<file path="src/logic/rslc_defs.svh">
// Purpose: constants for the reset, strap and led control block
// Assumes: mclk at 20 MHz, 32-bit register bus, byte addresses
// Notes: definitions only
`ifndef RSLC_DEFS_SVH
`define RSLC_DEFS_SVH

`define RSLC_ADDR_W 8
`define RSLC_OFF_WAN_MISC 8'h00
`define RSLC_OFF_SW_CTRL0 8'h04
`define RSLC_OFF_WDT_CTRL 8'h08
`define RSLC_OFF_WDT_LOAD 8'h0C
`define RSLC_OFF_STATUS 8'h10

`define RSLC_WAN_A_LSB 0
`define RSLC_WAN_B_LSB 4
`define RSLC_LAN_A_LSB 25
`define RSLC_LAN_B_LSB 22
`define RSLC_WDT_EN_BIT 0
`define RSLC_WDT_KICK_BIT 1

`define RSLC_WAN_MISC_RST 32'h0000_0010
`define RSLC_SW_CTRL0_RST 32'h0240_0000
`define RSLC_WDT_LOAD_RST 32'h00FF_FFFF

`define RSLC_LED_OFF 3'h7
`define RSLC_BOOT_RSVD 2'h0
`define RSLC_RESP_OKAY 2'h0
`define RSLC_RESP_SLVERR 2'h2

// time base: reset pin minimum given in internal system clocks, counted in mclk cycles
`define RSLC_MCLK_KHZ 20000
`define RSLC_SYSCLK_KHZ 125000
`define RSLC_RST_MIN_SYSCLK 256
`define RSLC_RST_MIN_CYC ((`RSLC_RST_MIN_SYSCLK * `RSLC_MCLK_KHZ + `RSLC_SYSCLK_KHZ - 1) / `RSLC_SYSCLK_KHZ)
`define RSLC_HOLD_MS 200
`define RSLC_HOLD_CYC (`RSLC_HOLD_MS * `RSLC_MCLK_KHZ)

`endif

</file>
<file path="src/logic/rslc_pkg.sv">
// Purpose: types for the reset, strap and led control block
// Assumes: used through rslc_pkg::name
// Notes: numbers live in rslc_defs.svh
package rslc_pkg;
  typedef enum logic [1:0] {
    ST_RESET,
    ST_RUN,
    ST_WDT
  } rslc_state_t;
endpackage : rslc_pkg

</file>
<file path="src/logic/rslc_top.sv">
// Purpose: chip reset qualify, reset output, strap capture, led select
// Assumes: one clock mclk; pins pass two flops; axi4-lite slave
// Notes: led status inputs come from logic on mclk, bit 0 wan, 1..4 lan
`include "rslc_defs.svh"

////////////////////////////////////////////////////////////////////////
// Overview of operation
// - while in reset every led pin is released, enables low
// - reset output asserted at least 200ms on chip reset or watchdog expiry
// - polarity strap sampled in reset: 0 active high, 1 active low
// - clock source strap: 0 pll clocks the cpu, 1 test clock input
// - two wan led straps give boot width: 01 byte, 10 half, 11 word
// - each led shows status picked by its 3-bit select code
// - first wan led follows wan misc control bits 2..0
// - second wan led follows wan misc control bits 6..4
// - first led of each lan port follows switch control 0 bits 27..25
// - second led of each lan port follows switch control 0 bits 24..22
// - 25MHz reference feeds the pll making the 125MHz system clock
// - watchdog expiry resets the device and asserts the reset output
module rslc_top #(
  parameter int HOLD_CYC = `RSLC_HOLD_CYC
) (
  input wire logic mclk,
  input wire logic sys_rst,
  input wire logic chip_reset_n,
  input wire logic pll_locked,
  input wire logic reset_out_polarity_strap,
  input wire logic cpu_clock_source_strap,
  input wire logic wan_led_a_pin,
  input wire logic wan_led_b_pin,
  input wire logic [4:0] speed_st,
  input wire logic [4:0] link_st,
  input wire logic [4:0] duplex_st,
  input wire logic [4:0] col_st,
  input wire logic [4:0] act_st,
  output logic sys_reset_out,
  output logic core_reset_out,
  output logic cpu_clk_from_test,
  output logic [1:0] boot_bank_width,
  output logic wan_led_a_drv,
  output logic wan_led_a_oe,
  output logic wan_led_b_drv,
  output logic wan_led_b_oe,
  output logic [3:0] lan_led_a,
  output logic [3:0] lan_led_b,
  output logic lan_led_oe,
  input wire logic [`RSLC_ADDR_W-1:0] s_axi_awaddr,
  input wire logic s_axi_awvalid,
  output logic s_axi_awready,
  input wire logic [31:0] s_axi_wdata,
  input wire logic [3:0] s_axi_wstrb,
  input wire logic s_axi_wvalid,
  output logic s_axi_wready,
  output logic [1:0] s_axi_bresp,
  output logic s_axi_bvalid,
  input wire logic s_axi_bready,
  input wire logic [`RSLC_ADDR_W-1:0] s_axi_araddr,
  input wire logic s_axi_arvalid,
  output logic s_axi_arready,
  output logic [31:0] s_axi_rdata,
  output logic [1:0] s_axi_rresp,
  output logic s_axi_rvalid,
  input wire logic s_axi_rready
);
  localparam int RST_MIN = `RSLC_RST_MIN_CYC;

  ////////////////////////////////////////////////////////////////////
  // pin synchronisers: first stage feeds only the second
  logic [5:0] pin_m_r;
  logic [5:0] pin_s_r;
  wire [5:0] pin_raw = {wan_led_b_pin, wan_led_a_pin, cpu_clock_source_strap,
                        reset_out_polarity_strap, pll_locked, chip_reset_n};
  always_ff @(posedge mclk) begin
    pin_m_r <= pin_raw;
    pin_s_r <= pin_m_r;
  end
  wire rstn_s = pin_s_r[0];
  wire lock_s = pin_s_r[1];

  ////////////////////////////////////////////////////////////////////
  // reset qualification; a shorter low pulse is ignored as a glitch
  logic [8:0] low_cnt_r;
  logic chip_rst_r;
  wire low_full = (low_cnt_r >= 9'(RST_MIN));
  always_ff @(posedge mclk) begin
    if (sys_rst || rstn_s) begin
      low_cnt_r <= 9'h000;
    end else if (!low_full) begin
      low_cnt_r <= low_cnt_r + 9'h001;
    end
  end
  always_ff @(posedge mclk) begin
    if (sys_rst) begin
      chip_rst_r <= 1'b1;
    end else if (low_full) begin
      chip_rst_r <= 1'b1;
    end else if (rstn_s) begin
      chip_rst_r <= 1'b0;
    end
  end
  // no running clock until the pll has locked on the reference
  wire hold_in_rst = chip_rst_r || !lock_s;

  ////////////////////////////////////////////////////////////////////
  // watchdog
  logic [31:0] wdt_load_r;
  logic [31:0] wdt_cnt_r;
  logic wdt_en_r;
  logic wdt_kick;
  wire wdt_expire = wdt_en_r && (wdt_cnt_r == 32'h0000_0000);

  ////////////////////////////////////////////////////////////////////
  // sequencer
  rslc_pkg::rslc_state_t st_r;
  rslc_pkg::rslc_state_t st_nxt;
  logic [21:0] hold_cnt_r;
  wire hold_done = (hold_cnt_r >= 22'(HOLD_CYC));
  always_comb begin
    st_nxt = st_r;
    case (st_r)
      rslc_pkg::ST_RESET: if (!hold_in_rst) st_nxt = rslc_pkg::ST_RUN;
      rslc_pkg::ST_RUN: begin
        if (hold_in_rst) st_nxt = rslc_pkg::ST_RESET;
        else if (wdt_expire) st_nxt = rslc_pkg::ST_WDT;
      end
      rslc_pkg::ST_WDT: begin
        if (hold_in_rst) st_nxt = rslc_pkg::ST_RESET;
        else if (hold_done) st_nxt = rslc_pkg::ST_RUN;
      end
      default: st_nxt = rslc_pkg::ST_RESET;
    endcase
  end
  always_ff @(posedge mclk) begin
    if (sys_rst) st_r <= rslc_pkg::ST_RESET;
    else st_r <= st_nxt;
  end
  wire in_rst = (st_r == rslc_pkg::ST_RESET);
  wire run = (st_r == rslc_pkg::ST_RUN);
  wire soft_clr = !run;

  // hold count restarts on every reset cause, so the output lasts at least 200ms
  always_ff @(posedge mclk) begin
    if (sys_rst || in_rst || wdt_expire) begin
      hold_cnt_r <= 22'h000000;
    end else if (!hold_done) begin
      hold_cnt_r <= hold_cnt_r + 22'h000001;
    end
  end
  wire out_active = in_rst || !hold_done || wdt_expire;

  ////////////////////////////////////////////////////////////////////
  // strap capture at release
  logic pol_r;
  logic clk_test_r;
  logic [1:0] bw_r;
  wire capture = in_rst && (st_nxt == rslc_pkg::ST_RUN);
  always_ff @(posedge mclk) begin
    if (sys_rst) begin
      pol_r <= 1'b1;
      clk_test_r <= 1'b0;
      bw_r <= `RSLC_BOOT_RSVD;
    end else if (capture) begin
      pol_r <= pin_s_r[2];
      clk_test_r <= pin_s_r[3];
      bw_r <= {pin_s_r[5], pin_s_r[4]};
    end
  end
  // before capture the live strap decides the level, no default exists
  wire pol_now = in_rst ? pin_s_r[2] : pol_r;
  wire rst_lvl = out_active ? !pol_now : pol_now;

  ////////////////////////////////////////////////////////////////////
  // register bus
  logic [31:0] wan_misc_r;
  logic [31:0] sw_ctrl0_r;
  logic [7:0] aw_q_r;
  logic wr_go_r;
  logic wdt_flag_r;
  wire wr_take = s_axi_awvalid && s_axi_wvalid && !s_axi_awready && !s_axi_bvalid;
  wire sel_wan = (aw_q_r == `RSLC_OFF_WAN_MISC);
  wire sel_sw = (aw_q_r == `RSLC_OFF_SW_CTRL0);
  wire sel_wc = (aw_q_r == `RSLC_OFF_WDT_CTRL);
  wire sel_wl = (aw_q_r == `RSLC_OFF_WDT_LOAD);
  wire wr_hit = sel_wan || sel_sw || sel_wc || sel_wl || (aw_q_r == `RSLC_OFF_STATUS);
  logic [31:0] wd_r;
  logic [3:0] ws_r;
  logic [31:0] wmask;
  genvar g;
  generate
    for (g = 0; g < 4; g++) begin : g_lane
      assign wmask[g*8 +: 8] = {8{ws_r[g]}};
    end
  endgenerate
  wire [31:0] wan_w = (wan_misc_r & ~wmask) | (wd_r & wmask);
  wire [31:0] sw_w = (sw_ctrl0_r & ~wmask) | (wd_r & wmask);
  wire [31:0] wl_w = (wdt_load_r & ~wmask) | (wd_r & wmask);
  assign wdt_kick = wr_go_r && sel_wc && ws_r[0] && wd_r[`RSLC_WDT_KICK_BIT];

  always_ff @(posedge mclk) begin
    if (sys_rst) begin
      s_axi_awready <= 1'b0;
      s_axi_wready <= 1'b0;
      wr_go_r <= 1'b0;
      aw_q_r <= 8'h00;
      wd_r <= 32'h0000_0000;
      ws_r <= 4'h0;
    end else begin
      s_axi_awready <= wr_take;
      s_axi_wready <= wr_take;
      wr_go_r <= s_axi_awready;
      if (wr_take) begin
        aw_q_r <= s_axi_awaddr;
        wd_r <= s_axi_wdata;
        ws_r <= s_axi_wstrb;
      end
    end
  end
  always_ff @(posedge mclk) begin
    if (sys_rst) begin
      s_axi_bvalid <= 1'b0;
      s_axi_bresp <= `RSLC_RESP_OKAY;
    end else if (wr_go_r) begin
      s_axi_bvalid <= 1'b1;
      s_axi_bresp <= wr_hit ? `RSLC_RESP_OKAY : `RSLC_RESP_SLVERR;
    end else if (s_axi_bready) begin
      s_axi_bvalid <= 1'b0;
    end
  end
  // any reset cause returns the controls to defaults
  always_ff @(posedge mclk) begin
    if (sys_rst || soft_clr) begin
      wan_misc_r <= `RSLC_WAN_MISC_RST;
      sw_ctrl0_r <= `RSLC_SW_CTRL0_RST;
      wdt_load_r <= `RSLC_WDT_LOAD_RST;
      wdt_en_r <= 1'b0;
    end else if (wr_go_r) begin
      if (sel_wan) wan_misc_r <= wan_w;
      if (sel_sw) sw_ctrl0_r <= sw_w;
      if (sel_wl) wdt_load_r <= wl_w;
      if (sel_wc && ws_r[0]) wdt_en_r <= wd_r[`RSLC_WDT_EN_BIT];
    end
  end
  always_ff @(posedge mclk) begin
    if (sys_rst || soft_clr || wdt_kick || !wdt_en_r) begin
      wdt_cnt_r <= wdt_load_r;
    end else if (!wdt_expire) begin
      wdt_cnt_r <= wdt_cnt_r - 32'h0000_0001;
    end
  end
  // only a pin reset or sys_rst clears the cause flag; an expiry wins over a pin reset in the same cycle
  always_ff @(posedge mclk) begin
    if (sys_rst) wdt_flag_r <= 1'b0;
    else if (wdt_expire) wdt_flag_r <= 1'b1;
    else if (chip_rst_r) wdt_flag_r <= 1'b0;
  end

  wire rd_take = s_axi_arvalid && !s_axi_arready && !s_axi_rvalid;
  wire [31:0] status_w = {26'h0000000, wdt_flag_r, out_active, pol_r, clk_test_r, bw_r};
  wire [31:0] wdt_ctrl_w = {31'h00000000, wdt_en_r};
  wire rd_wan = (s_axi_araddr == `RSLC_OFF_WAN_MISC);
  wire rd_sw = (s_axi_araddr == `RSLC_OFF_SW_CTRL0);
  wire rd_wc = (s_axi_araddr == `RSLC_OFF_WDT_CTRL);
  wire rd_wl = (s_axi_araddr == `RSLC_OFF_WDT_LOAD);
  wire rd_st = (s_axi_araddr == `RSLC_OFF_STATUS);
  wire rd_hit = rd_wan || rd_sw || rd_wc || rd_wl || rd_st;
  wire [31:0] rd_mux = rd_wan ? wan_misc_r : rd_sw ? sw_ctrl0_r : rd_wc ? wdt_ctrl_w :
                       rd_wl ? wdt_load_r : rd_st ? status_w : 32'h0000_0000;
  always_ff @(posedge mclk) begin
    if (sys_rst) begin
      s_axi_arready <= 1'b0;
      s_axi_rvalid <= 1'b0;
      s_axi_rdata <= 32'h0000_0000;
      s_axi_rresp <= `RSLC_RESP_OKAY;
    end else begin
      s_axi_arready <= rd_take;
      if (rd_take) begin
        s_axi_rvalid <= 1'b1;
        s_axi_rdata <= rd_mux;
        s_axi_rresp <= rd_hit ? `RSLC_RESP_OKAY : `RSLC_RESP_SLVERR;
      end else if (s_axi_rready) begin
        s_axi_rvalid <= 1'b0;
      end
    end
  end

  ////////////////////////////////////////////////////////////////////
  // led select: code 7 unused, shows off
  logic [7:0] opt [5];
  logic [4:0] led_a;
  logic [4:0] led_b;
  wire [2:0] wan_sel_a = wan_misc_r[`RSLC_WAN_A_LSB +: 3];
  wire [2:0] wan_sel_b = wan_misc_r[`RSLC_WAN_B_LSB +: 3];
  wire [2:0] lan_sel_a = sw_ctrl0_r[`RSLC_LAN_A_LSB +: 3];
  wire [2:0] lan_sel_b = sw_ctrl0_r[`RSLC_LAN_B_LSB +: 3];
  generate
    for (g = 0; g < 5; g++) begin : g_port
      // link/activity: lit on link, dark while traffic
      assign opt[g] = {1'b0, link_st[g] & ~act_st[g], duplex_st[g] & col_st[g],
                       act_st[g], col_st[g], duplex_st[g], link_st[g], speed_st[g]};
      assign led_a[g] = (g == 0) ? opt[g][wan_sel_a] : opt[g][lan_sel_a];
      assign led_b[g] = (g == 0) ? opt[g][wan_sel_b] : opt[g][lan_sel_b];
    end
  endgenerate

  ////////////////////////////////////////////////////////////////////
  // output flops; enables dropped during reset so straps can be read
  always_ff @(posedge mclk) begin
    if (sys_rst) begin
      sys_reset_out <= 1'b0;
      core_reset_out <= 1'b1;
      cpu_clk_from_test <= 1'b0;
      boot_bank_width <= `RSLC_BOOT_RSVD;
      wan_led_a_drv <= 1'b0;
      wan_led_b_drv <= 1'b0;
      lan_led_a <= 4'h0;
      lan_led_b <= 4'h0;
      wan_led_a_oe <= 1'b0;
      wan_led_b_oe <= 1'b0;
      lan_led_oe <= 1'b0;
    end else begin
      sys_reset_out <= rst_lvl;
      core_reset_out <= !run;
      cpu_clk_from_test <= clk_test_r;
      boot_bank_width <= bw_r;
      wan_led_a_drv <= led_a[0];
      wan_led_b_drv <= led_b[0];
      lan_led_a <= led_a[4:1];
      lan_led_b <= led_b[4:1];
      wan_led_a_oe <= !in_rst;
      wan_led_b_oe <= !in_rst;
      lan_led_oe <= !in_rst;
    end
  end
endmodule : rslc_top

</file>
<file path="config.mk">
export PLATFORM = sky130hd
export DESIGN_NAME = rslc_top
export DESIGN_NICKNAME = d
export VERILOG_FILES = /design/src/logic/rslc_pkg.sv /design/src/logic/rslc_top.sv
export VERILOG_INCLUDE_DIRS = /design/src /design/src/logic
export SDC_FILE = /design/constraint.sdc
export NUM_CORES = 1
export LEC_CHECK = 0
export BUFFER_PORTS_ARGS = -buffer_cell sky130_fd_sc_hd__buf_4
export CAP_MARGIN = 20
export CELL_PAD_IN_SITES_DETAIL_PLACEMENT = 0
export CELL_PAD_IN_SITES_GLOBAL_PLACEMENT = 1
export CORE_MARGIN = 2
export CORE_UTILIZATION = 45
export CTS_CLUSTER_DIAMETER = 30
export CTS_CLUSTER_SIZE = 10
export DETAILED_ROUTE_END_ITERATION = 12
export MAX_ROUTING_LAYER = met4
export PLACE_DENSITY = 0.82
export RECOVER_POWER = 100
export SLEW_MARGIN = 20
export SYNTH_ARGS = -nofsm -noshare
export SYNTH_HDL_FRONTEND = slang
export SYNTH_SLANG_ARGS = --single-unit
</file>
<file path="constraint.sdc">
create_clock -name mclk -period 5.1 [get_ports mclk]
set_input_delay 1.02 -clock mclk [delete_from_list [all_inputs] [get_ports mclk]]
set_output_delay 1.02 -clock mclk [all_outputs]
set_load 0.005 [all_outputs]
</file>
* Word-level counts from Yosys, hierarchy flattened
Cells that the tools add are included.
Storage, ports and cells: flip-flop bits (word level) 281, latch bits 0, RAM bits 0, bits in read-only memories 0, bits of input ports 90, output and inout port bits 59, word-level logic and storage cells 172, memories 0
Cells by class: add/sub/neg operators 3, multipliers 0, divide/modulo/power cells 0, magnitude comparators 6, equality and inequality tests 12, shift operators 0, muxes and demuxes 43, bitwise logic cells 23, reduce and logical (&&, ||, !) cells 50
Operators by type and width (count):
- $mux W32 | 6
- $and A32 B32 Y32 | 4
- $or A32 B32 Y32 | 3
- $eq A8 B4 Y1 const B | 4
- $logic_not A32 Y1 | 1
- $not A32 Y32 | 1
- $sub A32 B1 Y32 const B | 1
- $bmux W1 S3 | 10
- $add A22 B1 Y22 const B | 1
- $ge A22 B22 Y1 const B | 1
- $mux W1 | 18
- $logic_or A1 B1 Y1 | 17
- $eq A8 B3 Y1 const B | 2
- $eq A8 B5 Y1 const B | 2
- $logic_not A8 Y1 | 2
- $lt A3 B4 Y1 const B | 4
- $mux W2 | 7
- $logic_and A1 B1 Y1 | 11
- $and A1 B1 Y1 | 10
- $logic_not A1 Y1 | 10
- $add A9 B1 Y9 const B | 1
- $ge A9 B6 Y1 const B | 1
- $reduce_and A2 Y1 | 4
- $mux W6 | 1
- 8 further kinds | 15

* Logic depth before layout (Yosys ltp)
Gate-level depths: netlist (run 1).
word-level depth 9, mapped depth 9, depth with buffers taken out 7

* Worst setup path before layout (run 1)
OpenSTA, ideal clock, no wires.
path type input to register, start point input port sys_rst, end point register wdt_cnt_r[0] (enable), setup time 634 ps, arrival 2910 ps, required time 4466 ps, setup slack 1556 ps, stages 7, buffers on the path 3, cell sequence clkbuf_1 -> nor3b_1 -> nand2_1 -> a21o_1 -> buf_2 -> buf_2 -> nand4b_1
On the way: word-level cells in the longest chain between the ends 4
RTL lines:
- start: declaration | line rslc_top.sv:24 | input wire logic sys_rst,
- $logic_or A1 B1 Y1 (3 in series) | line rslc_top.sv:244 | if (sys_rst || soft_clr || wdt_kick || !wdt_en_r) begin
- $ne A2 B1 Y1 (no line)
- end signal: assignment | line rslc_top.sv:245 | wdt_cnt_r <= wdt_load_r;
- end signal: assignment | line rslc_top.sv:247 | wdt_cnt_r <= wdt_cnt_r - 32'h0000_0001;
- end: declaration | line rslc_top.sv:107 | logic [31:0] wdt_cnt_r;
Every way passes these cells. A chain may end at the register's enable or synchronous reset.

==> out/metrics.yaml, run 1 <==
clock_path_buffers: 3
p_seq_frac: 0.338
post-route-period-util: 0.757
drv_cap: 2
ys_ff_latch: 279
cts_tree: "built"
ys_types: 65
nFillCells: 2319
syn2layout_area_growth_pct: 29.0
drc: 0
max_clock_freq_mhz: 259
hold_buffers: 0
tightest_slew_ns: 2.04
crit_arrival_ns: 4.20
antenna_found_initial: 0
start_kind: "flip-flop"
hold_class: "flip-flop to flip-flop"
synth_area_per_cell_um2: 8.90
htreeDepth: 2
setup_tns_ns: 0
yosys_warnings: 0
drive_above_1_share: 0.184
grt.overflow.total: 0
portBuffers: 146
nets: 1556
grt_max_degree: 79
totalWireLength_um: 31400
synth_top_area_frac: 0.416
regToRegSetupSlack_ns: 1.24
io_pins: 149
timing.final.crit_period_ns: 3.86
grt_pass1_vias: 9972
drt.antenna.violating_nets: 0
cts_buffers: 61
gp_congestion: 0.813
synth_cells: 1334
slew_headroom: -0.374
status: "finished with violations"
antenna_cells: 0
crit_type: "flip-flop to flip-flop"
dp_hpwl_um: 20400
hold_viol_final: 0
fp.dieW_um: 166
seq_area_frac_synth: 0.497
report.power.total_mw: 6.86
async_reset_ff_frac: 0
root_buffer: "clkbuf_16"
critical_path_required_ns: 5.44
p_leak_nw: 5.95
cp_cell_sequence: "or4b_1, nor4_1, buf_4, nand2_1, nand2_1, a21oi_1"
synth-edff-count: 32
wire_per_inst_um: 17.0
combPwrFrac: 0.035
dieArea_um2: 27700
synth-main-ff-cell: "dfxtp_1"
worstSkewPairLatency_ns: 0.57
cts.sinks: 279
pwr-share-clk: 0.627
setup_viol: 0
critical_path.most_common_cell: "nand2_1"
die_y_um: 166
track_usage: 0.230
finClkSkew_ns: 0.0187
rsz0062_at_grt: "false"
coreArea_um2: 26000
cts.reportedPaths.clkPinSlew_ns: 0.05
grt_first_pass_wirelength_um: 51300
vias_per_cell: 5.52
cp_slowest_cell: "nor4_1"
ir_worst_vdd_v: 0.000359
dr.pass1.iters: 7
via_count: 10200
holdWs_ns: 0.320
rows: 59
switching_power_mw: 1.41
crit_fanout: 23
cp-end-kind: "flip-flop"
ys_top_cells_by_area: "dfxtp_1, edfxtp_1, nand2_1, a21oi_1, mux2i_1"
switching_share: 0.205
ctsResizeCount: 0
violations: "capacitance limit, slew limit"
drtIter0Drc: 950
synth_top_area_cell: "dfxtp_1"
power_density_nw_per_um2: 448
cts_setup_buffers: 0
power.internal_mw: 5.46
max_stage_delay_ns: 1.63
slew_violations: 57
start_util: 0.457
synth_area_um2: 11900
cells in the final DEF (no fill, tap or decap), types with 7 or more instances in the layout:
master,netlist,layout
nand4_1,12,12
nor2_1,92,92
o21ai_0,76,85
a211oi_1,7,7
mux4_2,10,10
xor2_1,23,23
clkbuf_4,0,61
nand4b_1,10,10
inv_1,14,15
nand3_1,80,80
a21oi_1,134,134
bufinv_16,0,14
clkbuf_16,0,65
and4_1,9,9
xnor2_1,23,23
a222oi_1,26,26
o221ai_1,8,8
nor3_1,18,18
dfxtp_1,247,247
clkinv_2,0,8
buf_4,13,92
or4_1,10,10
edfxtp_1,32,32
nor4_1,7,9
nor2b_1,11,11
mux2i_1,48,48
nand2_1,250,250
clkbuf_1,61,13
cells by family (layout without fill, tap and decap cells):
family                     count (synthesis)  count (layout)  share of synthesized area
xor gates and xnor gates                  46              46                     0.0339
adders and majority gates                  6               6                    0.00632
buffers and inverters                    112             287                     0.0431
DFF                                      279             279                      0.497
AOI/OAI and AO/OA                        289             289                      0.143
muxes                                     58              58                     0.0594
other                                      1               2                   0.000316
and+or+nand+nor                          543             543                      0.217
layer usage:
metal  track usage  vias up  part of all wire
li1              -     5007                 -
met1         0.300     4813              0.45
met2         0.362      301              0.47
met3        0.0425       60             0.054
met4        0.0727        0             0.019
met5             -        -                 0
per-stage QoR:
step	utilization	area (um2)	std cells	setup WS (ns)
finish	0.590	15300	1845	1.24
global route	0.590	15300	1845	1.06
CTS	0.591	15400	1845	2.08
detailed placement	0.503	13100	1732	1.56
global placement	0.503	13100	1732	1.68
floorplan	-	11900	1335	1.56
path summary, 6_finish.rpt:
check | startpoint | endpoint | depth (start not counted)
setup reg to reg | aw_q_r[7] | flip-flop | 6
hold / removal | pin_m_r[3] | pin_s_r[3] | 0
hold reg to reg | pin_m_r[3] | pin_s_r[3] | 0
setup / recovery | aw_q_r[7] | flip-flop | 6
critical path: cells and delay by family (launching register included):
| family | cells | cell delay, ns |
|---|---|---|
| flops | 1 | 0.30 |
| compound gates | 1 | 0.08 |
| buf+inv | 1 | 0.53 |
| simple gates | 4 | 2.72 |
layout make-up:
cell class / instances / area, um2 / area share
tap: 335 / 419 / 0.0274
multi-input combinational: 944 / 5480 / 0.357
timing repair buffer: 159 / 1170 / 0.0764
clock buffer: 76 / 1710 / 0.111
sequential: 279 / 5910 / 0.385
inverter: 15 / 56.3 / 0.00367
clock inverter: 37 / 589 / 0.0385
power by group through the flow:
stage	registers [mW]	clock network (mW)	logic, mW
detailed placement	2.36	0	0.244
CTS	2.32	4.36	0.245
floorplan	2.34	0	0.122
finish	2.32	4.30	0.238
global route	2.32	4.48	0.264
global placement	2.36	0	0.240
cell usage after synthesis (all sizes together), types with 11 or more instances:
library cell	instances
nor2	92
nand2	250
a222oi	26
xnor2	23
dfxtp	247
clkbuf	61
inv	15
nand3	80
nor3	18
o21ai	86
buf	36
edfxtp	32
a21oi	134
xor2	23
nand4	12
mux2i	48
nor2b	11
Note: power is estimated with default switching activity, not from simulation.
==> run 2: changes to the inputs <==
--- a/config.mk
+++ b/config.mk
@@ -11,12 +11,12 @@
 export CELL_PAD_IN_SITES_DETAIL_PLACEMENT = 0
 export CELL_PAD_IN_SITES_GLOBAL_PLACEMENT = 1
 export CORE_MARGIN = 2
-export CORE_UTILIZATION = 45
+export CORE_UTILIZATION = 44
 export CTS_CLUSTER_DIAMETER = 30
 export CTS_CLUSTER_SIZE = 10
 export DETAILED_ROUTE_END_ITERATION = 12
 export MAX_ROUTING_LAYER = met4
-export PLACE_DENSITY = 0.82
+export PLACE_DENSITY = 0.8
 export RECOVER_POWER = 100
 export SLEW_MARGIN = 20
 export SYNTH_ARGS = -nofsm -noshare
==> constraint.sdc (replaced) <==
create_clock -name mclk -period 3.6 [get_ports mclk]
set_input_delay 0.72 -clock mclk [delete_from_list [all_inputs] [get_ports mclk]]
set_output_delay 0.72 -clock mclk [all_outputs]
set_load 0.005 [all_outputs]
==> run 2 against run 1 <==
Effect of this change:
- the flow now finishes without violations
- power up 37%
- largest cell class unchanged
- register-to-register slack worse by 0.63 ns
- final cell count rose by 0.98%
- setup slack worse by 0.63 ns
- utilization fell by 1.7 points
- sequential share of layout area grew 0.050 points
- clock-buffer cell count is 1 higher
- critical path depth unchanged
- first-iteration DRC count increased by 13%
- non-clock buffer count rose by 11
- cell area is 0.13% lower
- clock skew is 0.0042 ns higher
==> out/metrics.yaml, run 2 (synthesized netlist as in run 1, its figures left out) <==
status: "completed"
grt_pass1_vias: 10100  # +0.85%
reg2reg_depth: 6  # unchanged
ir_worst_vdd_v: 0.000364  # +1.4%
whs_endpoint: "pin_m_r[3]"
dr.pass1.iters: 6  # -1
die_y_um: 168  # +1.1%
regToRegSetupSlack_ns: 0.61  # -0.63 ns
m1WireLength_um: 14900  # +4.6%
syn2layout_area_growth_pct: 28.9
coreArea_um2: 26700  # +2.9%
nFillCells: 2420  # +4.4%
met3_length_um: 1790  # +6.0%
finClkSkew_ns: 0.0228  # +0.00416 ns
start_util: 0.444  # -0.0127
setup_tns_ns: 0  # unchanged
slew_violations: 0  # -100%
whs_path_depth: 1  # +1
met2_length_um: 14600  # -1.7%
crit_fanout: 65  # +180%
final_common_cell: "nand2_1"
dieArea_um2: 28300  # +2.2%
max_stage_delay_ns: 0.64  # -0.99 ns
track_usage: 0.233  # +0.00353
hold_buffers: 0  # unchanged
htreeDepth: 2  # unchanged
portBuffers: 146  # unchanged
nets: 1566  # +0.64%
fin_ws_ns: 0.607  # -0.632 ns
layout_common_cells: "nand2_1, dfxtp_1, a21oi_1"
rsz0062_at_grt: "false"
crit_arrival_ns: 3.22  # -0.98 ns
drc: 0  # unchanged
drive_above_1_share: 0.190  # +0.00578
cts.sinks: 279  # unchanged
rows: 60  # +1.7%
slew_headroom: 0.101  # +0.475
wire_per_inst_um: 17.2  # +0.83%
rr_endpoint: "wdt_cnt_r[11]"
fp.dieW_um: 168  # +1.1%
hold_class: "primary input to flip-flop"
antenna_found_initial: 0  # unchanged
power_density_nw_per_um2: 614  # +37%
instances_no_fill: 1863  # +0.98%
start_kind: "flip-flop"
cp_slowest_cell: "nor4_1"
gp_congestion: 0.808  # -0.64%
via_count: 10300  # +1.6%
cts_tree: "built"
grt.overflow.total: 0  # unchanged
totalWireLength_um: 32000  # +1.8%
cts_setup_buffers: 0  # unchanged
crit_type: "flip-flop to flip-flop"
drv_cap: 0  # -2
p_leak_nw: 5.91  # -0.73%
antenna_cells: 0  # unchanged
clock_path_buffers: 3  # unchanged
min-delay-start: "cpu_clock_source_strap"
ctsResizeCount: 0  # unchanged
root_buffer: "clkbuf_16"
io_pins: 149  # unchanged
drt.antenna.violating_nets: 0  # unchanged
reg2reg_from: "aw_q_r[7]"
post-route-period-util: 0.831  # +0.0744
cp_cell_sequence: "or4b_1, nor4_1, a21o_1, buf_12, nand4b_1, clkbuf_2"
grt_max_degree: 66  # -16%
dp_hpwl_um: 21100  # +3.4%
cts.reportedPaths.clkPinSlew_ns: 0.05  # about the same
vias_per_cell: 5.55  # +0.61%
drtIter0Drc: 1076  # +13%
max_clock_freq_mhz: 334  # +29%
path_delay_family: "simple AND/OR/NAND/NOR gates"
worstSkewPairLatency_ns: 0.58  # about the same
setup_viol: 0  # unchanged
cts_buffers: 60  # -1.6%
path_buf_inv: 2  # +1
critical_path_required_ns: 3.82  # -1.62 ns
tightest_slew_ns: 1.35  # -0.694 ns
pre_cts_ws_ns: 0.791  # -0.765 ns
hold_viol_final: 0  # unchanged
timing.final.crit_period_ns: 2.99  # -0.868 ns
dp_cells: 1749  # +0.98%
grt_first_pass_wirelength_um: 52800  # +2.9%
cp-end-kind: "flip-flop"
top_layer: "met4"
-- run 2: cell types whose count changed in the layout (fill, tap and decap cells not counted), sizes merged --
| cell | before | now |
|---|---|---|
| buf | 92 | 99 |
| clkinv | 14 | 13 |
| bufinv | 14 | 7 |
| clkinvlp | 6 | 9 |
| clkbuf | 143 | 148 |
| inv | 18 | 23 |
-- run 2: routing by layer --
metal  global-route usage  vias up
li1                     -     5039
met1                0.316     4936
met2                0.359      317
met3               0.0400       51
met4               0.0690        0
met5                    -        -
-- run 2: worst reg2reg max path: stages (launching register included) --
cell and delay (ns):
dfxtp_1 0.30, or4b_1 0.60, nor4_1 0.64, a21o_1 0.25
buf_12 0.25, nand4b_1 0.21, clkbuf_2 0.39
-- run 2: worst max path at each step --
stage,startpoint,to,slack [ns],depth (start not counted)
CTS,wdt_cnt_r[0],wdt_cnt_r[22],0.96,8
detailed placement,s_axi_araddr[7],s_axi_rdata[2],0.79,7
global route,aw_q_r[7],wdt_cnt_r[11],0.37,6
global placement,s_axi_araddr[7],s_axi_rdata[31],0.83,7
floorplan,sys_rst,wdt_cnt_r[0],0.36,7
finish,aw_q_r[7],wdt_cnt_r[11],0.61,6
-- run 2: cell type report --
| cell class | instances | area, um2 | share of cell area |
|---|---|---|---|
| Timing Repair Buffer | 170 | 1260 | 0.0822 |
| Inverter | 15 | 56.3 | 0.00368 |
| Tap cell | 341 | 427 | 0.0279 |
| Clock buffer | 77 | 1740 | 0.114 |
| Multi-Input combinational cell | 944 | 5460 | 0.357 |
| Clock inverter | 37 | 459 | 0.0300 |
| Sequential cell | 279 | 5910 | 0.386 |
-- run 2: power breakdown --
| part | internal, mW | leakage (nW) | switching (mW) |
|---|---|---|---|
| clock network | 3.93 | 1.05 | 1.84 |
| logic | 0.168 | 2.55 | 0.177 |
| registers | 3.22 | 2.30 | 0.0669 |
-- run 2: per-stage QoR --
step / utilization / power (mW) / cell area (um2) / hold slack (ns)
after global routing: 0.573 / 9.70 / 15300 / 0.253
after global placement: 0.493 / 3.69 / 13200 / 0.312
final: 0.573 / 9.40 / 15300 / 0.269
after CTS: 0.576 / 9.47 / 15400 / 0.229
after detailed placement: 0.493 / 3.70 / 13200 / 0.312
after floorplan: - / 3.49 / 11900 / 0.310
